==> config.mk <==
export PLATFORM = sky130hd
export DESIGN_NAME = tds_top
export DESIGN_NICKNAME = d
export VERILOG_FILES = /design/src/design/tds_prescaler.v /design/src/design/tds_top.v
export VERILOG_INCLUDE_DIRS = /design/src /design/src/include
export SDC_FILE = /design/constraint.sdc
export NUM_CORES = 2
export LEC_CHECK = 0
export ABC_CLOCK_PERIOD_IN_PS = 2400
export BUFFER_PORTS_ARGS = -buffer_cell sky130_fd_sc_hd__buf_2
export CORE_ASPECT_RATIO = 1.1
export CORE_MARGIN = 5
export CORE_UTILIZATION = 57
export CTS_BUF_LIST = sky130_fd_sc_hd__clkbuf_16
export CTS_CLUSTER_DIAMETER = 80
export CTS_CLUSTER_SIZE = 12
export DETAILED_ROUTE_END_ITERATION = 10
export PLACE_DENSITY_LB_ADDON = 0.12
export SETUP_SLACK_MARGIN = 0.15
export SYNTH_ARGS = -nofsm -noshare
export SYNTH_HDL_FRONTEND = slang
export SYNTH_SLANG_ARGS = --single-unit
export TNS_END_PERCENT = 30
==> constraint.sdc <==
create_clock -name I_CLK -period 2.4 [get_ports I_CLK]
set_input_delay 0.48 -clock I_CLK [delete_from_list [all_inputs] [get_ports I_CLK]]
set_output_delay 0.48 -clock I_CLK [all_outputs]
set_load 0.005 [all_outputs]
==> src/include/tds_defines.vh <==
`ifndef TDS_DEFINES_VH
`define TDS_DEFINES_VH

// Register byte addresses on the plain register port.
`define TDS_A_CLK_GATE 8'h00
`define TDS_A_PRESCALE 8'h04
`define TDS_A_CH_STOP 8'h08
`define TDS_A_CH_START 8'h0C
`define TDS_A_RELOAD 8'h10
`define TDS_A_TMR_COUNT 8'h14
`define TDS_A_CONV_CTRL 8'h18
`define TDS_A_CONV_VALUE 8'h1C
`define TDS_A_XFER_SRC 8'h20
`define TDS_A_XFER_DST 8'h24
`define TDS_A_XFER_COUNT 8'h28
`define TDS_A_XFER_BASE 8'h2C
`define TDS_A_XFER_CTRL 8'h30
`define TDS_A_TABLE_INDEX 8'h34
`define TDS_A_TABLE_DATA 8'h38
`define TDS_A_STATUS 8'h3C

// Field positions.
`define TDS_B_GATE 0
`define TDS_B_STOP 0
`define TDS_B_START 0
`define TDS_B_CONV_EN 0
`define TDS_B_CONV_RT 1
`define TDS_B_LINK_EN 2
`define TDS_B_XFER_EN 0
`define TDS_PS_MSB 3
`define TDS_PS_LSB 0

// Reset and fixed values.
`define TDS_RELOAD_RST 16'h18FF
`define TDS_PRESCALE_RST 16'h0000
`define TDS_SRC_RST 20'hF_E000
`define TDS_DST_FIXED 20'hF_FF34
`define TDS_BASE_RST 8'hFD
`define TDS_CTRL_AREA_LOW 8'h00
`define TDS_CTRL_AREA_TOP 4'hF
`define TDS_COUNT_RST 8'h63
`define TDS_CONV_RST 8'h00
`define TDS_TABLE_LEN 7'h64
`define TDS_BLOCK_ITEMS 8'h01

`endif

==> src/design/tds_prescaler.v <==
`timescale 1ns/10ps
`default_nettype none

// Free-running divider that yields a one-cycle enable at clock / 2**sel.
module tds_prescaler
(
  input wire i_clk,
  input wire i_rstn,
  input wire i_clear,
  input wire [3:0] i_sel,
  output reg o_tick
);

  reg [14:0] div;
  wire [14:0] mask;

  // Low bits all ones mark the last cycle of each divided period.
  assign mask = ~(15'h7FFF << i_sel);

  // Divider and tick; the selected zero value gives a tick every cycle.
  always @(posedge i_clk or negedge i_rstn)
  begin
    if (!i_rstn)
    begin
      div <= 15'h0000;
      o_tick <= 1'b0;
    end
    else if (i_clear)
    begin
      div <= 15'h0000;
      o_tick <= 1'b0;
    end
    else
    begin
      div <= div + 15'h0001;
      o_tick <= ((div & mask) == mask);
    end
  end

endmodule // tds_prescaler

`default_nettype wire

==> src/design/tds_top.v <==
// Functional notes
// - Channel zero interval timer raises a count-end event every period while counting.
// - Channel count source is operation clock zero, the system clock divided by 2**sel from the prescale register.
// - Event link forwards each count-end to the converter as conversion start.
// - Each forwarded event converts the held value onto the analog output.
// - Same event starts a transfer: table byte at pointer into converter value.
// - Each transfer ends by advancing the source pointer, except the last of the count, which reloads the start.
// - Source starts at FE000, increments after each transfer and returns to the start when the count runs out.
// - Destination is fixed at the converter value register FFF34.
// - Each transfer is normal mode, one block of one 8-bit item.
// - Count programmed 63H gives one hundred transfers.
// - Control base FDH places the control area at FFD00.
// - One entry per event gives one sine cycle per hundred entries.
// - Output is zero right after conversion enable; value register starts at zero.
// - Clock gate bit 0 off rejects timer writes and holds timer in reset.
// - Writing 1 to stop bit 0 halts channel zero counting.
// - Reload value defaults to 18FFH.
// - Interval mode counts down and raises no event at count start.
// - Output level is reference times the 8-bit code divided by 256.
`include "tds_defines.vh"
`timescale 1ns/10ps
`default_nettype none

module tds_top
(
  input wire I_CLK,
  input wire I_RSTN,
  input wire [7:0] I_ADDR,
  input wire [31:0] I_WDATA,
  input wire I_WR,
  input wire I_RD,
  output reg [31:0] O_RDATA,
  output reg [7:0] O_ANALOG_CODE,
  output reg O_COUNT_END,
  output reg O_TIMER_RUN
);

  // Timer array state.
  reg clk_gate;
  reg [15:0] prescale;
  reg [15:0] reload;
  reg [15:0] counter;
  reg running;
  wire op_tick;
  wire tmr_rst;

  // Converter state.
  reg conv_en;
  reg conv_rt;
  reg link_en;
  reg [7:0] conv_value;

  // Transfer controller state.
  reg xfer_en;
  reg [19:0] src_start;
  reg [19:0] src_ptr;
  reg [7:0] count_set;
  reg [7:0] remaining;
  reg [7:0] base;
  reg [6:0] tbl_index;
  reg [7:0] table_mem [0:99];
  wire [19:0] src_off;
  wire [7:0] fetch_byte;
  wire timer_wr;
  wire event_fire;
  wire do_xfer;
  wire src_in_table;
  wire stop_req;
  wire start_req;
  integer i;

  // Timer registers follow the gate; while it is off the unit sits in reset.
  assign tmr_rst = ~clk_gate;
  assign timer_wr = I_WR & clk_gate;
  assign event_fire = running & op_tick & (counter == 16'h0000);
  assign do_xfer = O_COUNT_END & xfer_en;

  // Channel trigger writes, decoded once; both are ignored while the gate is off.
  assign stop_req = timer_wr & (I_ADDR == `TDS_A_CH_STOP) & I_WDATA[`TDS_B_STOP];
  assign start_req = timer_wr & (I_ADDR == `TDS_A_CH_START) & I_WDATA[`TDS_B_START];

  // Table offset of the current source pointer.
  assign src_off = src_ptr - `TDS_SRC_RST;
  assign src_in_table = (src_off < {13'h0000, `TDS_TABLE_LEN});

  // A pointer moved past the table by software fetches zero rather than a stale entry.
  assign fetch_byte = src_in_table ? table_mem[src_off[6:0]] : 8'h00;

  // Operation clock zero divider.
  tds_prescaler u_prescaler
  (
    .i_clk(I_CLK),
    .i_rstn(I_RSTN),
    .i_clear(tmr_rst),
    .i_sel(prescale[`TDS_PS_MSB:`TDS_PS_LSB]),
    .o_tick(op_tick)
  );

  // Clock gate register; always writable since it lives outside the timer.
  always @(posedge I_CLK or negedge I_RSTN)
  begin
    if (!I_RSTN)
      clk_gate <= 1'b0;
    else if (I_WR && I_ADDR == `TDS_A_CLK_GATE)
      clk_gate <= I_WDATA[`TDS_B_GATE];
  end

  // Timer configuration registers, held at their reset values while the gate is off.
  always @(posedge I_CLK or negedge I_RSTN)
  begin
    if (!I_RSTN)
    begin
      prescale <= `TDS_PRESCALE_RST;
      reload <= `TDS_RELOAD_RST;
    end
    else if (tmr_rst)
    begin
      prescale <= `TDS_PRESCALE_RST;
      reload <= `TDS_RELOAD_RST;
    end
    else if (timer_wr && I_ADDR == `TDS_A_PRESCALE)
      prescale <= I_WDATA[15:0];
    else if (timer_wr && I_ADDR == `TDS_A_RELOAD)
      reload <= I_WDATA[15:0];
  end

  // Channel zero interval counter; a stop write wins over a start in any cycle.
  always @(posedge I_CLK or negedge I_RSTN)
  begin
    if (!I_RSTN)
    begin
      running <= 1'b0;
      counter <= 16'h0000;
      O_COUNT_END <= 1'b0;
      O_TIMER_RUN <= 1'b0;
    end
    else if (tmr_rst)
    begin
      running <= 1'b0;
      counter <= 16'h0000;
      O_COUNT_END <= 1'b0;
      O_TIMER_RUN <= 1'b0;
    end
    else
    begin
      O_COUNT_END <= event_fire;
      if (stop_req)
      begin
        running <= 1'b0;
        O_TIMER_RUN <= 1'b0;
      end
      else if (start_req)
      begin
        running <= 1'b1;
        O_TIMER_RUN <= 1'b1;
        counter <= reload;
      end
      else if (running && op_tick)
      begin
        if (counter == 16'h0000)
          counter <= reload;
        else
          counter <= counter - 16'h0001;
      end
    end
  end

  // Converter control register.
  always @(posedge I_CLK or negedge I_RSTN)
  begin
    if (!I_RSTN)
    begin
      conv_en <= 1'b0;
      conv_rt <= 1'b0;
      link_en <= 1'b0;
    end
    else if (I_WR && I_ADDR == `TDS_A_CONV_CTRL)
    begin
      conv_en <= I_WDATA[`TDS_B_CONV_EN];
      conv_rt <= I_WDATA[`TDS_B_CONV_RT];
      link_en <= I_WDATA[`TDS_B_LINK_EN];
    end
  end

  // Converter value register; the transfer fills it, software may also write it.
  always @(posedge I_CLK or negedge I_RSTN)
  begin
    if (!I_RSTN)
      conv_value <= `TDS_CONV_RST;
    else if (do_xfer)
      conv_value <= fetch_byte;
    else if (I_WR && I_ADDR == `TDS_A_CONV_VALUE)
      conv_value <= I_WDATA[7:0];
  end

  // Output code; in real-time mode the event latches the value held before the
  // same event's transfer overwrites it, so each entry plays one period later.
  always @(posedge I_CLK or negedge I_RSTN)
  begin
    if (!I_RSTN)
      O_ANALOG_CODE <= 8'h00;
    else if (!conv_en)
      O_ANALOG_CODE <= 8'h00;
    else if (!conv_rt)
      O_ANALOG_CODE <= conv_value;
    else if (O_COUNT_END && link_en)
      O_ANALOG_CODE <= conv_value;
  end

  // Transfer controller registers, pointer and remaining count.
  always @(posedge I_CLK or negedge I_RSTN)
  begin
    if (!I_RSTN)
    begin
      xfer_en <= 1'b0;
      src_start <= `TDS_SRC_RST;
      src_ptr <= `TDS_SRC_RST;
      count_set <= `TDS_COUNT_RST;
      remaining <= `TDS_COUNT_RST;
      base <= `TDS_BASE_RST;
    end
    else if (do_xfer)
    begin
      if (remaining == 8'h00)
      begin
        src_ptr <= src_start;
        remaining <= count_set;
      end
      else
      begin
        src_ptr <= src_ptr + 20'h0_0001;
        remaining <= remaining - `TDS_BLOCK_ITEMS;
      end
    end
    else if (I_WR)
    begin
      case (I_ADDR)
        `TDS_A_XFER_CTRL: xfer_en <= I_WDATA[`TDS_B_XFER_EN];
        `TDS_A_XFER_SRC:
        begin
          src_start <= I_WDATA[19:0];
          src_ptr <= I_WDATA[19:0];
        end
        `TDS_A_XFER_COUNT:
        begin
          count_set <= I_WDATA[7:0];
          remaining <= I_WDATA[7:0];
        end
        `TDS_A_XFER_BASE: base <= I_WDATA[7:0];
        default: xfer_en <= xfer_en;
      endcase
    end
  end

  // Sample table; the data port writes one entry and steps the index.
  always @(posedge I_CLK or negedge I_RSTN)
  begin
    if (!I_RSTN)
    begin
      tbl_index <= 7'h00;
      for (i = 0; i < 100; i = i + 1)
        table_mem[i] <= 8'h00;
    end
    else if (I_WR && I_ADDR == `TDS_A_TABLE_INDEX)
      tbl_index <= I_WDATA[6:0];
    else if (I_WR && I_ADDR == `TDS_A_TABLE_DATA)
    begin
      if (tbl_index < `TDS_TABLE_LEN)
        table_mem[tbl_index] <= I_WDATA[7:0];
      tbl_index <= tbl_index + 7'h01;
    end
  end

  // Read data one cycle after the read strobe; timer reads show reset values (reload 18FFH) when gated.
  always @(posedge I_CLK or negedge I_RSTN)
  begin
    if (!I_RSTN)
      O_RDATA <= 32'h0000_0000;
    else if (I_RD)
    begin
      case (I_ADDR)
        `TDS_A_CLK_GATE: O_RDATA <= {31'h0000_0000, clk_gate};
        `TDS_A_PRESCALE: O_RDATA <= {16'h0000, prescale};
        `TDS_A_RELOAD: O_RDATA <= {16'h0000, reload};
        `TDS_A_TMR_COUNT: O_RDATA <= {16'h0000, counter};
        `TDS_A_CONV_CTRL: O_RDATA <= {29'h0000_0000, link_en, conv_rt, conv_en};
        `TDS_A_CONV_VALUE: O_RDATA <= {24'h00_0000, conv_value};
        `TDS_A_XFER_SRC: O_RDATA <= {12'h000, src_ptr};
        `TDS_A_XFER_DST: O_RDATA <= {12'h000, `TDS_DST_FIXED};
        `TDS_A_XFER_COUNT: O_RDATA <= {24'h00_0000, remaining};
        `TDS_A_XFER_BASE: O_RDATA <= {12'h000, `TDS_CTRL_AREA_TOP, base, `TDS_CTRL_AREA_LOW};
        `TDS_A_XFER_CTRL: O_RDATA <= {31'h0000_0000, xfer_en};
        `TDS_A_TABLE_INDEX: O_RDATA <= {25'h000_0000, tbl_index};
        `TDS_A_STATUS: O_RDATA <= {16'h0000, O_ANALOG_CODE, 6'h00, O_COUNT_END, running};
        default: O_RDATA <= 32'h0000_0000;
      endcase
    end
    else
      O_RDATA <= 32'h0000_0000;
  end

endmodule // tds_top

`default_nettype wire

Word-level counts from Yosys, hierarchy flattened
Index checks and enable logic that the tools add are counted.

word-level totals
  output and inout bits = 42
  register bits = 990

operators by class
  shift-type cells = 1
  equality and inequality tests = 23
  mux-type cells = 40
  bitwise operators = 14
  $lt $le $gt $ge = 5
  reduce and logical (&&, ||, !) cells = 27
  $add $sub $neg = 6

operators with widths
  cell                                                                            number
  800-bit bitwise mux                                                             1
  20-bit one-hot mux with 13 select lines                                         1
  16-bit two-way mux                                                              10
  8-bit two-way mux                                                               13
  20-bit two-way mux                                                              4
  8-bit by 6-bit equality test with 1-bit output (second input constant)          8
  8-bit binary-select mux with 7-bit select                                       1
  8-bit demux with 7-bit select                                                   1
  8-bit by 5-bit equality test with 1-bit output (second input constant)          4
  32-bit two-way mux                                                              1
  20-bit by 1-bit adder with 20-bit output (second input constant)                1
  20-bit by 7-bit less-than comparator with 1-bit output (second input constant)  1
  20-bit subtractor (second input constant)                                       1
  8-bit by 4-bit equality test with 1-bit output (second input constant)          2
  8-bit greater-or-equal comparator (second input constant)                       2
  16-bit zero test                                                                1
  8-bit zero test                                                                 2
  7-bit NOT with 8-bit output                                                     2
  16-bit by 1-bit subtractor with 16-bit output (second input constant)           1
  15-bit by 1-bit adder with 15-bit output (second input constant)                1
  15-bit bitwise AND                                                              1
  15-bit equality test                                                            1
  15-bit two-way mux                                                              1
  15-bit NOT                                                                      1
  other kinds (18)                                                                54

Logic depth before layout (Yosys ltp)
  word-level depth = 7
  gate-level depth with buffers = 11

By module
A second synthesis with hierarchy kept.

second synthesis, totals
  cells, all modules = 3,475
  area total of the unflattened synthesis = 46,448.3 sq um

by module, submodules not included
  module         seq. area each (sq um)  area each (sq um)  instances  cells each
  tds_top        24,121.9                45,509.9           1          3,367
  tds_prescaler  400.4                   938.4              1          108

Worst setup path after synthesis
Ideal clock, no wire load.

  path kind = input port to flip-flop
  start point = input I_ADDR[5]
  end point = register table_mem[184] in the netlist's numbering
  setup time = 0.125 ns
  cell stages on the path = 7
  required time = 2.275 ns
  data arrival time = 2.423 ns
  setup slack = -0.148 ns
  cell sequence = buf_2 > and4bb_4 > nand3_4 > nor3b_4 > nand2_8 > nor2_8 > mux2_2

on the way
  longest elaborated chain between the ends = 4
  elaborated cells between the ends (all ways) = 6
  classes of those cells = eq/ne (2); bitwise (1); reduce/logical (3)

ends and longest elaborated chain
  what                                            RTL line       RTL
  from (decl)                                     tds_top.v:28   input wire [7:0] I_ADDR,
  8-bit by 6-bit equality test with 1-bit output  n/a
  1-bit logical AND (no source line)              n/a
  1-bit NOT (no source line)                      n/a
  3-bit AND reduction (no source line) *          n/a
  to (signal, indexed assignment)                 tds_top.v:269  table_mem[tbl_index] <= I_WDATA[7:0];
  to (decl)                                       tds_top.v:61   reg [7:0] table_mem [0:99];

Mark *: on every way between the ends. The rest lies on a longest branch, timed or not.
A chain may end at the register's enable or synchronous reset.

Final worst setup path
  start point = register src_ptr[0]
  end point = register conv_value[2]

on the way
  longest elaborated chain between the ends = 7
  elaborated cells between the ends (all ways) = 8
  classes of those cells = add/sub (1); order compare (1); mux (5); bitwise (1)

ends and longest elaborated chain
  what                                                  RTL line       RTL
  from (decl)                                           tds_top.v:56   reg [19:0] src_ptr;
  from (signal assigned)                                tds_top.v:217  src_ptr <= `TDS_SRC_RST;
  from (signal assigned)                                tds_top.v:226  src_ptr <= src_start;
  from (signal assigned)                                tds_top.v:231  src_ptr <= src_ptr + 20'h0_0001;
  20-bit subtractor (no source line) *                  n/a
  7-bit NOT with 8-bit output (not written as such)     tds_top.v:87   assign fetch_byte = src_in_table ? table_mem[src_off[6:0]] : 8'h00;
  8-bit binary-select mux with 7-bit select             tds_top.v:87
  8-bit two-way mux (not written as such) (2 in a row)  tds_top.v:87
  8-bit two-way mux *                                   tds_top.v:87
  8-bit two-way mux *                                   tds_top.v:190  else if (do_xfer)
  to (signal assigned)                                  tds_top.v:189  conv_value <= `TDS_CONV_RST;
  to (signal assigned)                                  tds_top.v:191  conv_value <= fetch_byte;
  to (signal assigned)                                  tds_top.v:193  conv_value <= I_WDATA[7:0];
  to (decl)                                             tds_top.v:51   reg [7:0] conv_value;

Mark *: on every way between the ends. The rest lies on a longest branch, timed or not. The select of a mux whose other input is x is not followed.

==> impl_metrics.py <==
metrics = {
    "die": {
        "die_y_um": 311.9,
        "num_rows": 110,
        "core_area_mm2": 0.08203,
        "die_w_um": 284.5,
        "pin_count": 86,
        "start_util": 0.5758,
        "dieArea_mm2": 0.08873,
    },
    "timing": {
        "worst-slew-pin-transition_ns": 1.219,
        "finalSetupTns_ns": -0.9003,
        "hold_viol": 0,
        "setup_viol": 8,
        "final.min_clock_period_ns": 2.573,
        "post-route-period-util": 1.072,
        "max-slew-margin-rel": 0.1872,
        "max_freq_mhz": 388.6,
        "setup_slack_ns": -0.1733,
        "drv_slew": 0,
        "rsz0062_at_grt": "true",
        "clock_skew_ns": 0.03451,
    },
    "cts": {
        "cts_inserted_buffers": 91,
        "insertion_delay_ns": 0.69,
        "cts-root-buf": "clkbuf_16",
        "clk_pin_slew_ns": 0.06,
        "cts.sinks": 978,
        "cts_tree": "done",
        "clk_path_buf_depth": 3,
        "ctsHtreeMaxLevel": 3,
    },
    "power_and_ir_drop": {
        "ir_drop_uv": 597.2,
        "p_leak_nw": 27.95,
        "pwr_density_cell_mw_per_mm2": 663.3,
    },
    "global_routing": {
        "groute.usage.overall": 0.3180,
        "grt_overflow": 0,
        "grt_max_degree": 96,
        "first_global_vias": 34100,
        "grt_pass1_wl_um": 217400,
        "antenna_found_initial": 1,
    },
    "cells_and_area": {
        "post-route-util": 0.6886,
        "nets": 3947,
        "areaGrowthSynthToFinish_pct": 19.59,
        "fill_cells": 5680,
        "post_route_cells_drive_above_1_share": 0.4771,
    },
    "place": {
        "numPortBuffers": 61,
        "gp_congestion": 0.9488,
        "dpl.hpwl_um": 98580,
        "pre_cts_slack_ns": -0.7650,
    },
    "drt": {
        "drtAntennaViolNets": 0,
        "drt-initial-drc-count": 2969,
        "viasPerCell": 6.454,
        "routed_wl_um": 141600,
        "first_pass_iters": 6,
        "drc_errors": 0,
        "via_count": 32240,
        "routedWlPerCell_um": 28.36,
    },
    "logic_synthesis": {
        "synth_area_leaders": "dfrtp_1, mux2_2, mux4_2",
        "yosysSeqAreaShare": 0.5192,
        "ys_async_sr_fraction": 1.000,
        "netlist_instances": 3508,
        "synth.avg_cell_area_um2": 13.46,
        "synth_top_area_frac": 0.4975,
        "synth-main-ff-cell": "dfrtp_1",
        "ys_types": 93,
        "yosys_warnings": 0,
        "syn_area_mm2": 0.04723,
        "synth_edf_count": 0,
        "yosysTopAreaCell": "dfrtp_1",
        "synth-seq-cells": 978,
    },
    "worst_hold_path": {
        "min_path_type": "input port to flop",
    },
    "critical_path": {
        "crit_type": "flop to flop",
        "critical_path_required_ns": 2.96,
        "worstPathMaxFanout": 7,
        "worstPathArrival_ns": 3.14,
        "crit_path_end_kind": "flop",
        "setup.worst_path.start_class": "flop",
    },
    "outcome": {
        "failed_checks": "negative setup slack",
        "outcome": "complete, but fails checks",
    },
    "flow_run": {
        "maxCapViolCount": 0,
    },
}
==> worst max-delay path: stages, from the launching register on <==
cell	delay, ns
dfrtp_4	0.50
buf_12	0.17
buf_12	0.15
buf_12	0.12
buf_16	0.13
mux4_2	0.42
mux2_4	0.30
nand3_1	0.09
o2111a_2	0.26
a41o_1	0.15
o21ai_0	0.11
==> synthesized netlist by cell type, types with 20 or more instances <==
| master | instances |
|---|---|
| a211oi_1 | 20 |
| dfstp_2 | 39 |
| nand2_1 | 210 |
| xnor2_1 | 20 |
| mux4_2 | 150 |
| dfrtp_1 | 939 |
| a21oi_1 | 92 |
| nor3_1 | 30 |
| clkbuf_1 | 187 |
| nand3_1 | 66 |
| nor2_1 | 111 |
| mux2_2 | 815 |
| inv_1 | 22 |
| o21ai_0 | 102 |
| nor2_8 | 48 |
| buf_4 | 33 |
| a22oi_1 | 53 |
| nor2_2 | 37 |
| mux2i_1 | 112 |
| buf_2 | 37 |
| a31oi_1 | 32 |
==> registers in the layout (all words and copies together), names as in the netlist, 15 cells and up <==
name and flops:
src_ptr 20, counter 16, reload 16, src_start 20
O_RDATA 20, prescale 16, table_mem 800, u_prescaler.div 15
==> placed cells by master (no fill, tap or decap), drive strengths merged, types with 7 or more instances in the layout <==
cell type  netlist  final
a211oi          20     20
a21boi           8      8
a21oi           92     92
a221o            7      7
a221oi          19     19
a222oi          12     12
a22o            11     11
a22oi           53     53
a31oi           32     32
and2            15     15
and3            15     15
buf             81    549
clkbuf         187     92
conb             1     12
dfrtp          939    939
dfstp           39     39
ha               8      8
inv             22     55
mux2           838    838
mux2i          112    112
mux4           150    150
nand2          220    220
nand2b           9      9
nand3           68     68
nand3b           7      7
nand4           18     18
nor2           197    197
nor2b           11     11
nor3            32     32
nor3b            8      8
nor4            20     20
o211ai          18     18
o21ai          103    103
o22ai           19     19
xnor2           20     20
xor2            11     11
==> timing repair <==
action                     in CTS  in global routing
hold buffers                    1                  0
cloned                          2                  1
pin swaps                      28                 20
setup buffers                  20                 20
hold endpoints to repair       15                  0
resized for setup              87                 65
setup endpoints to repair      25                 44
==> per-layer routing <==
metal | global-route usage | part of all wire | up-vias
met1 | 0.4283 | 0.41 | 17030
li1 | - | - | 13680
met5 | 0 | 0 | -
met2 | 0.5211 | 0.48 | 1224
met4 | 0.1275 | 0.044 | 0
met3 | 0.05270 | 0.066 | 304
==> metrics by stage <==
| stage | std cells | hold WS (ns) | total power, mW | cell area [µm²] |
|---|---|---|---|---|
| global route | 4994 | 0.06119 | 38.82 | 56480 |
| detailed placement | 4823 | 0.4691 | 23.84 | 52770 |
| finish | 4995 | 0.05832 | 37.47 | 56490 |
| floorplan | 3519 | 0.1844 | 20.86 | 47870 |
| global placement | 4823 | 0.4576 | 23.72 | 52770 |
| CTS | 4973 | 0.02252 | 37.20 | 55970 |
==> layout make-up <==
class / count / area (µm²) / area share
sequential: 978 / 24530 / 0.4343
clock inverter: 37 / 224.0 / 0.003965
timing repair buffer: 551 / 5420 / 0.09596
antenna: 1 / 2.502 / 0.00004430
tap: 1064 / 1331 / 0.02357
inverter: 23 / 86.33 / 0.001528
clock buffer: 91 / 2277 / 0.04031
multi-input combinational: 2250 / 22610 / 0.4003
==> power breakdown <==
group / switching (mW) / internal (mW) / total (mW)
clock: 6.26 / 6.81 / 13.1
combinational: 4.04 / 3.02 / 7.06
sequential: 0.446 / 16.9 / 17.3
==> logic make-up (layout without fill, tap and decap cells) <==
family,Yosys count,in the layout,share of synthesized area
buffers and inverters,291,702,0.02720
other,1,13,0.00007939
AND/OR/NAND/NOR,654,654,0.08720
AO/OA/AOI/OAI,444,444,0.06196
adder cells (fa/ha/maj),9,9,0.002331
flip-flops,978,978,0.5192
XOR/XNOR,31,31,0.005748
multiplexers,1100,1100,0.2963
==> final timing paths <==
path	cells past startpoint	to	slack, ns	from
hold reg to reg	2	table_mem[496]$_DFFE_PN0P_	0.48	table_mem[496]$_DFFE_PN0P_
hold / removal	2	src_start[17]$_DFFE_PN1P_	0.06	I_WDATA[17]
min in group asynchronous	2	table_mem[497]$_DFFE_PN0P_	0.32	I_RSTN
setup reg to reg	10	conv_value[2]$_DFFE_PN0P_	-0.17	src_ptr[0]$_DFFE_PN0P_
max in group asynchronous	4	src_start[16]$_DFFE_PN1P_	1.06	I_RSTN
setup / recovery	10	conv_value[2]$_DFFE_PN0P_	-0.17	src_ptr[0]$_DFFE_PN0P_
Power figures use the tool's default switching activity.
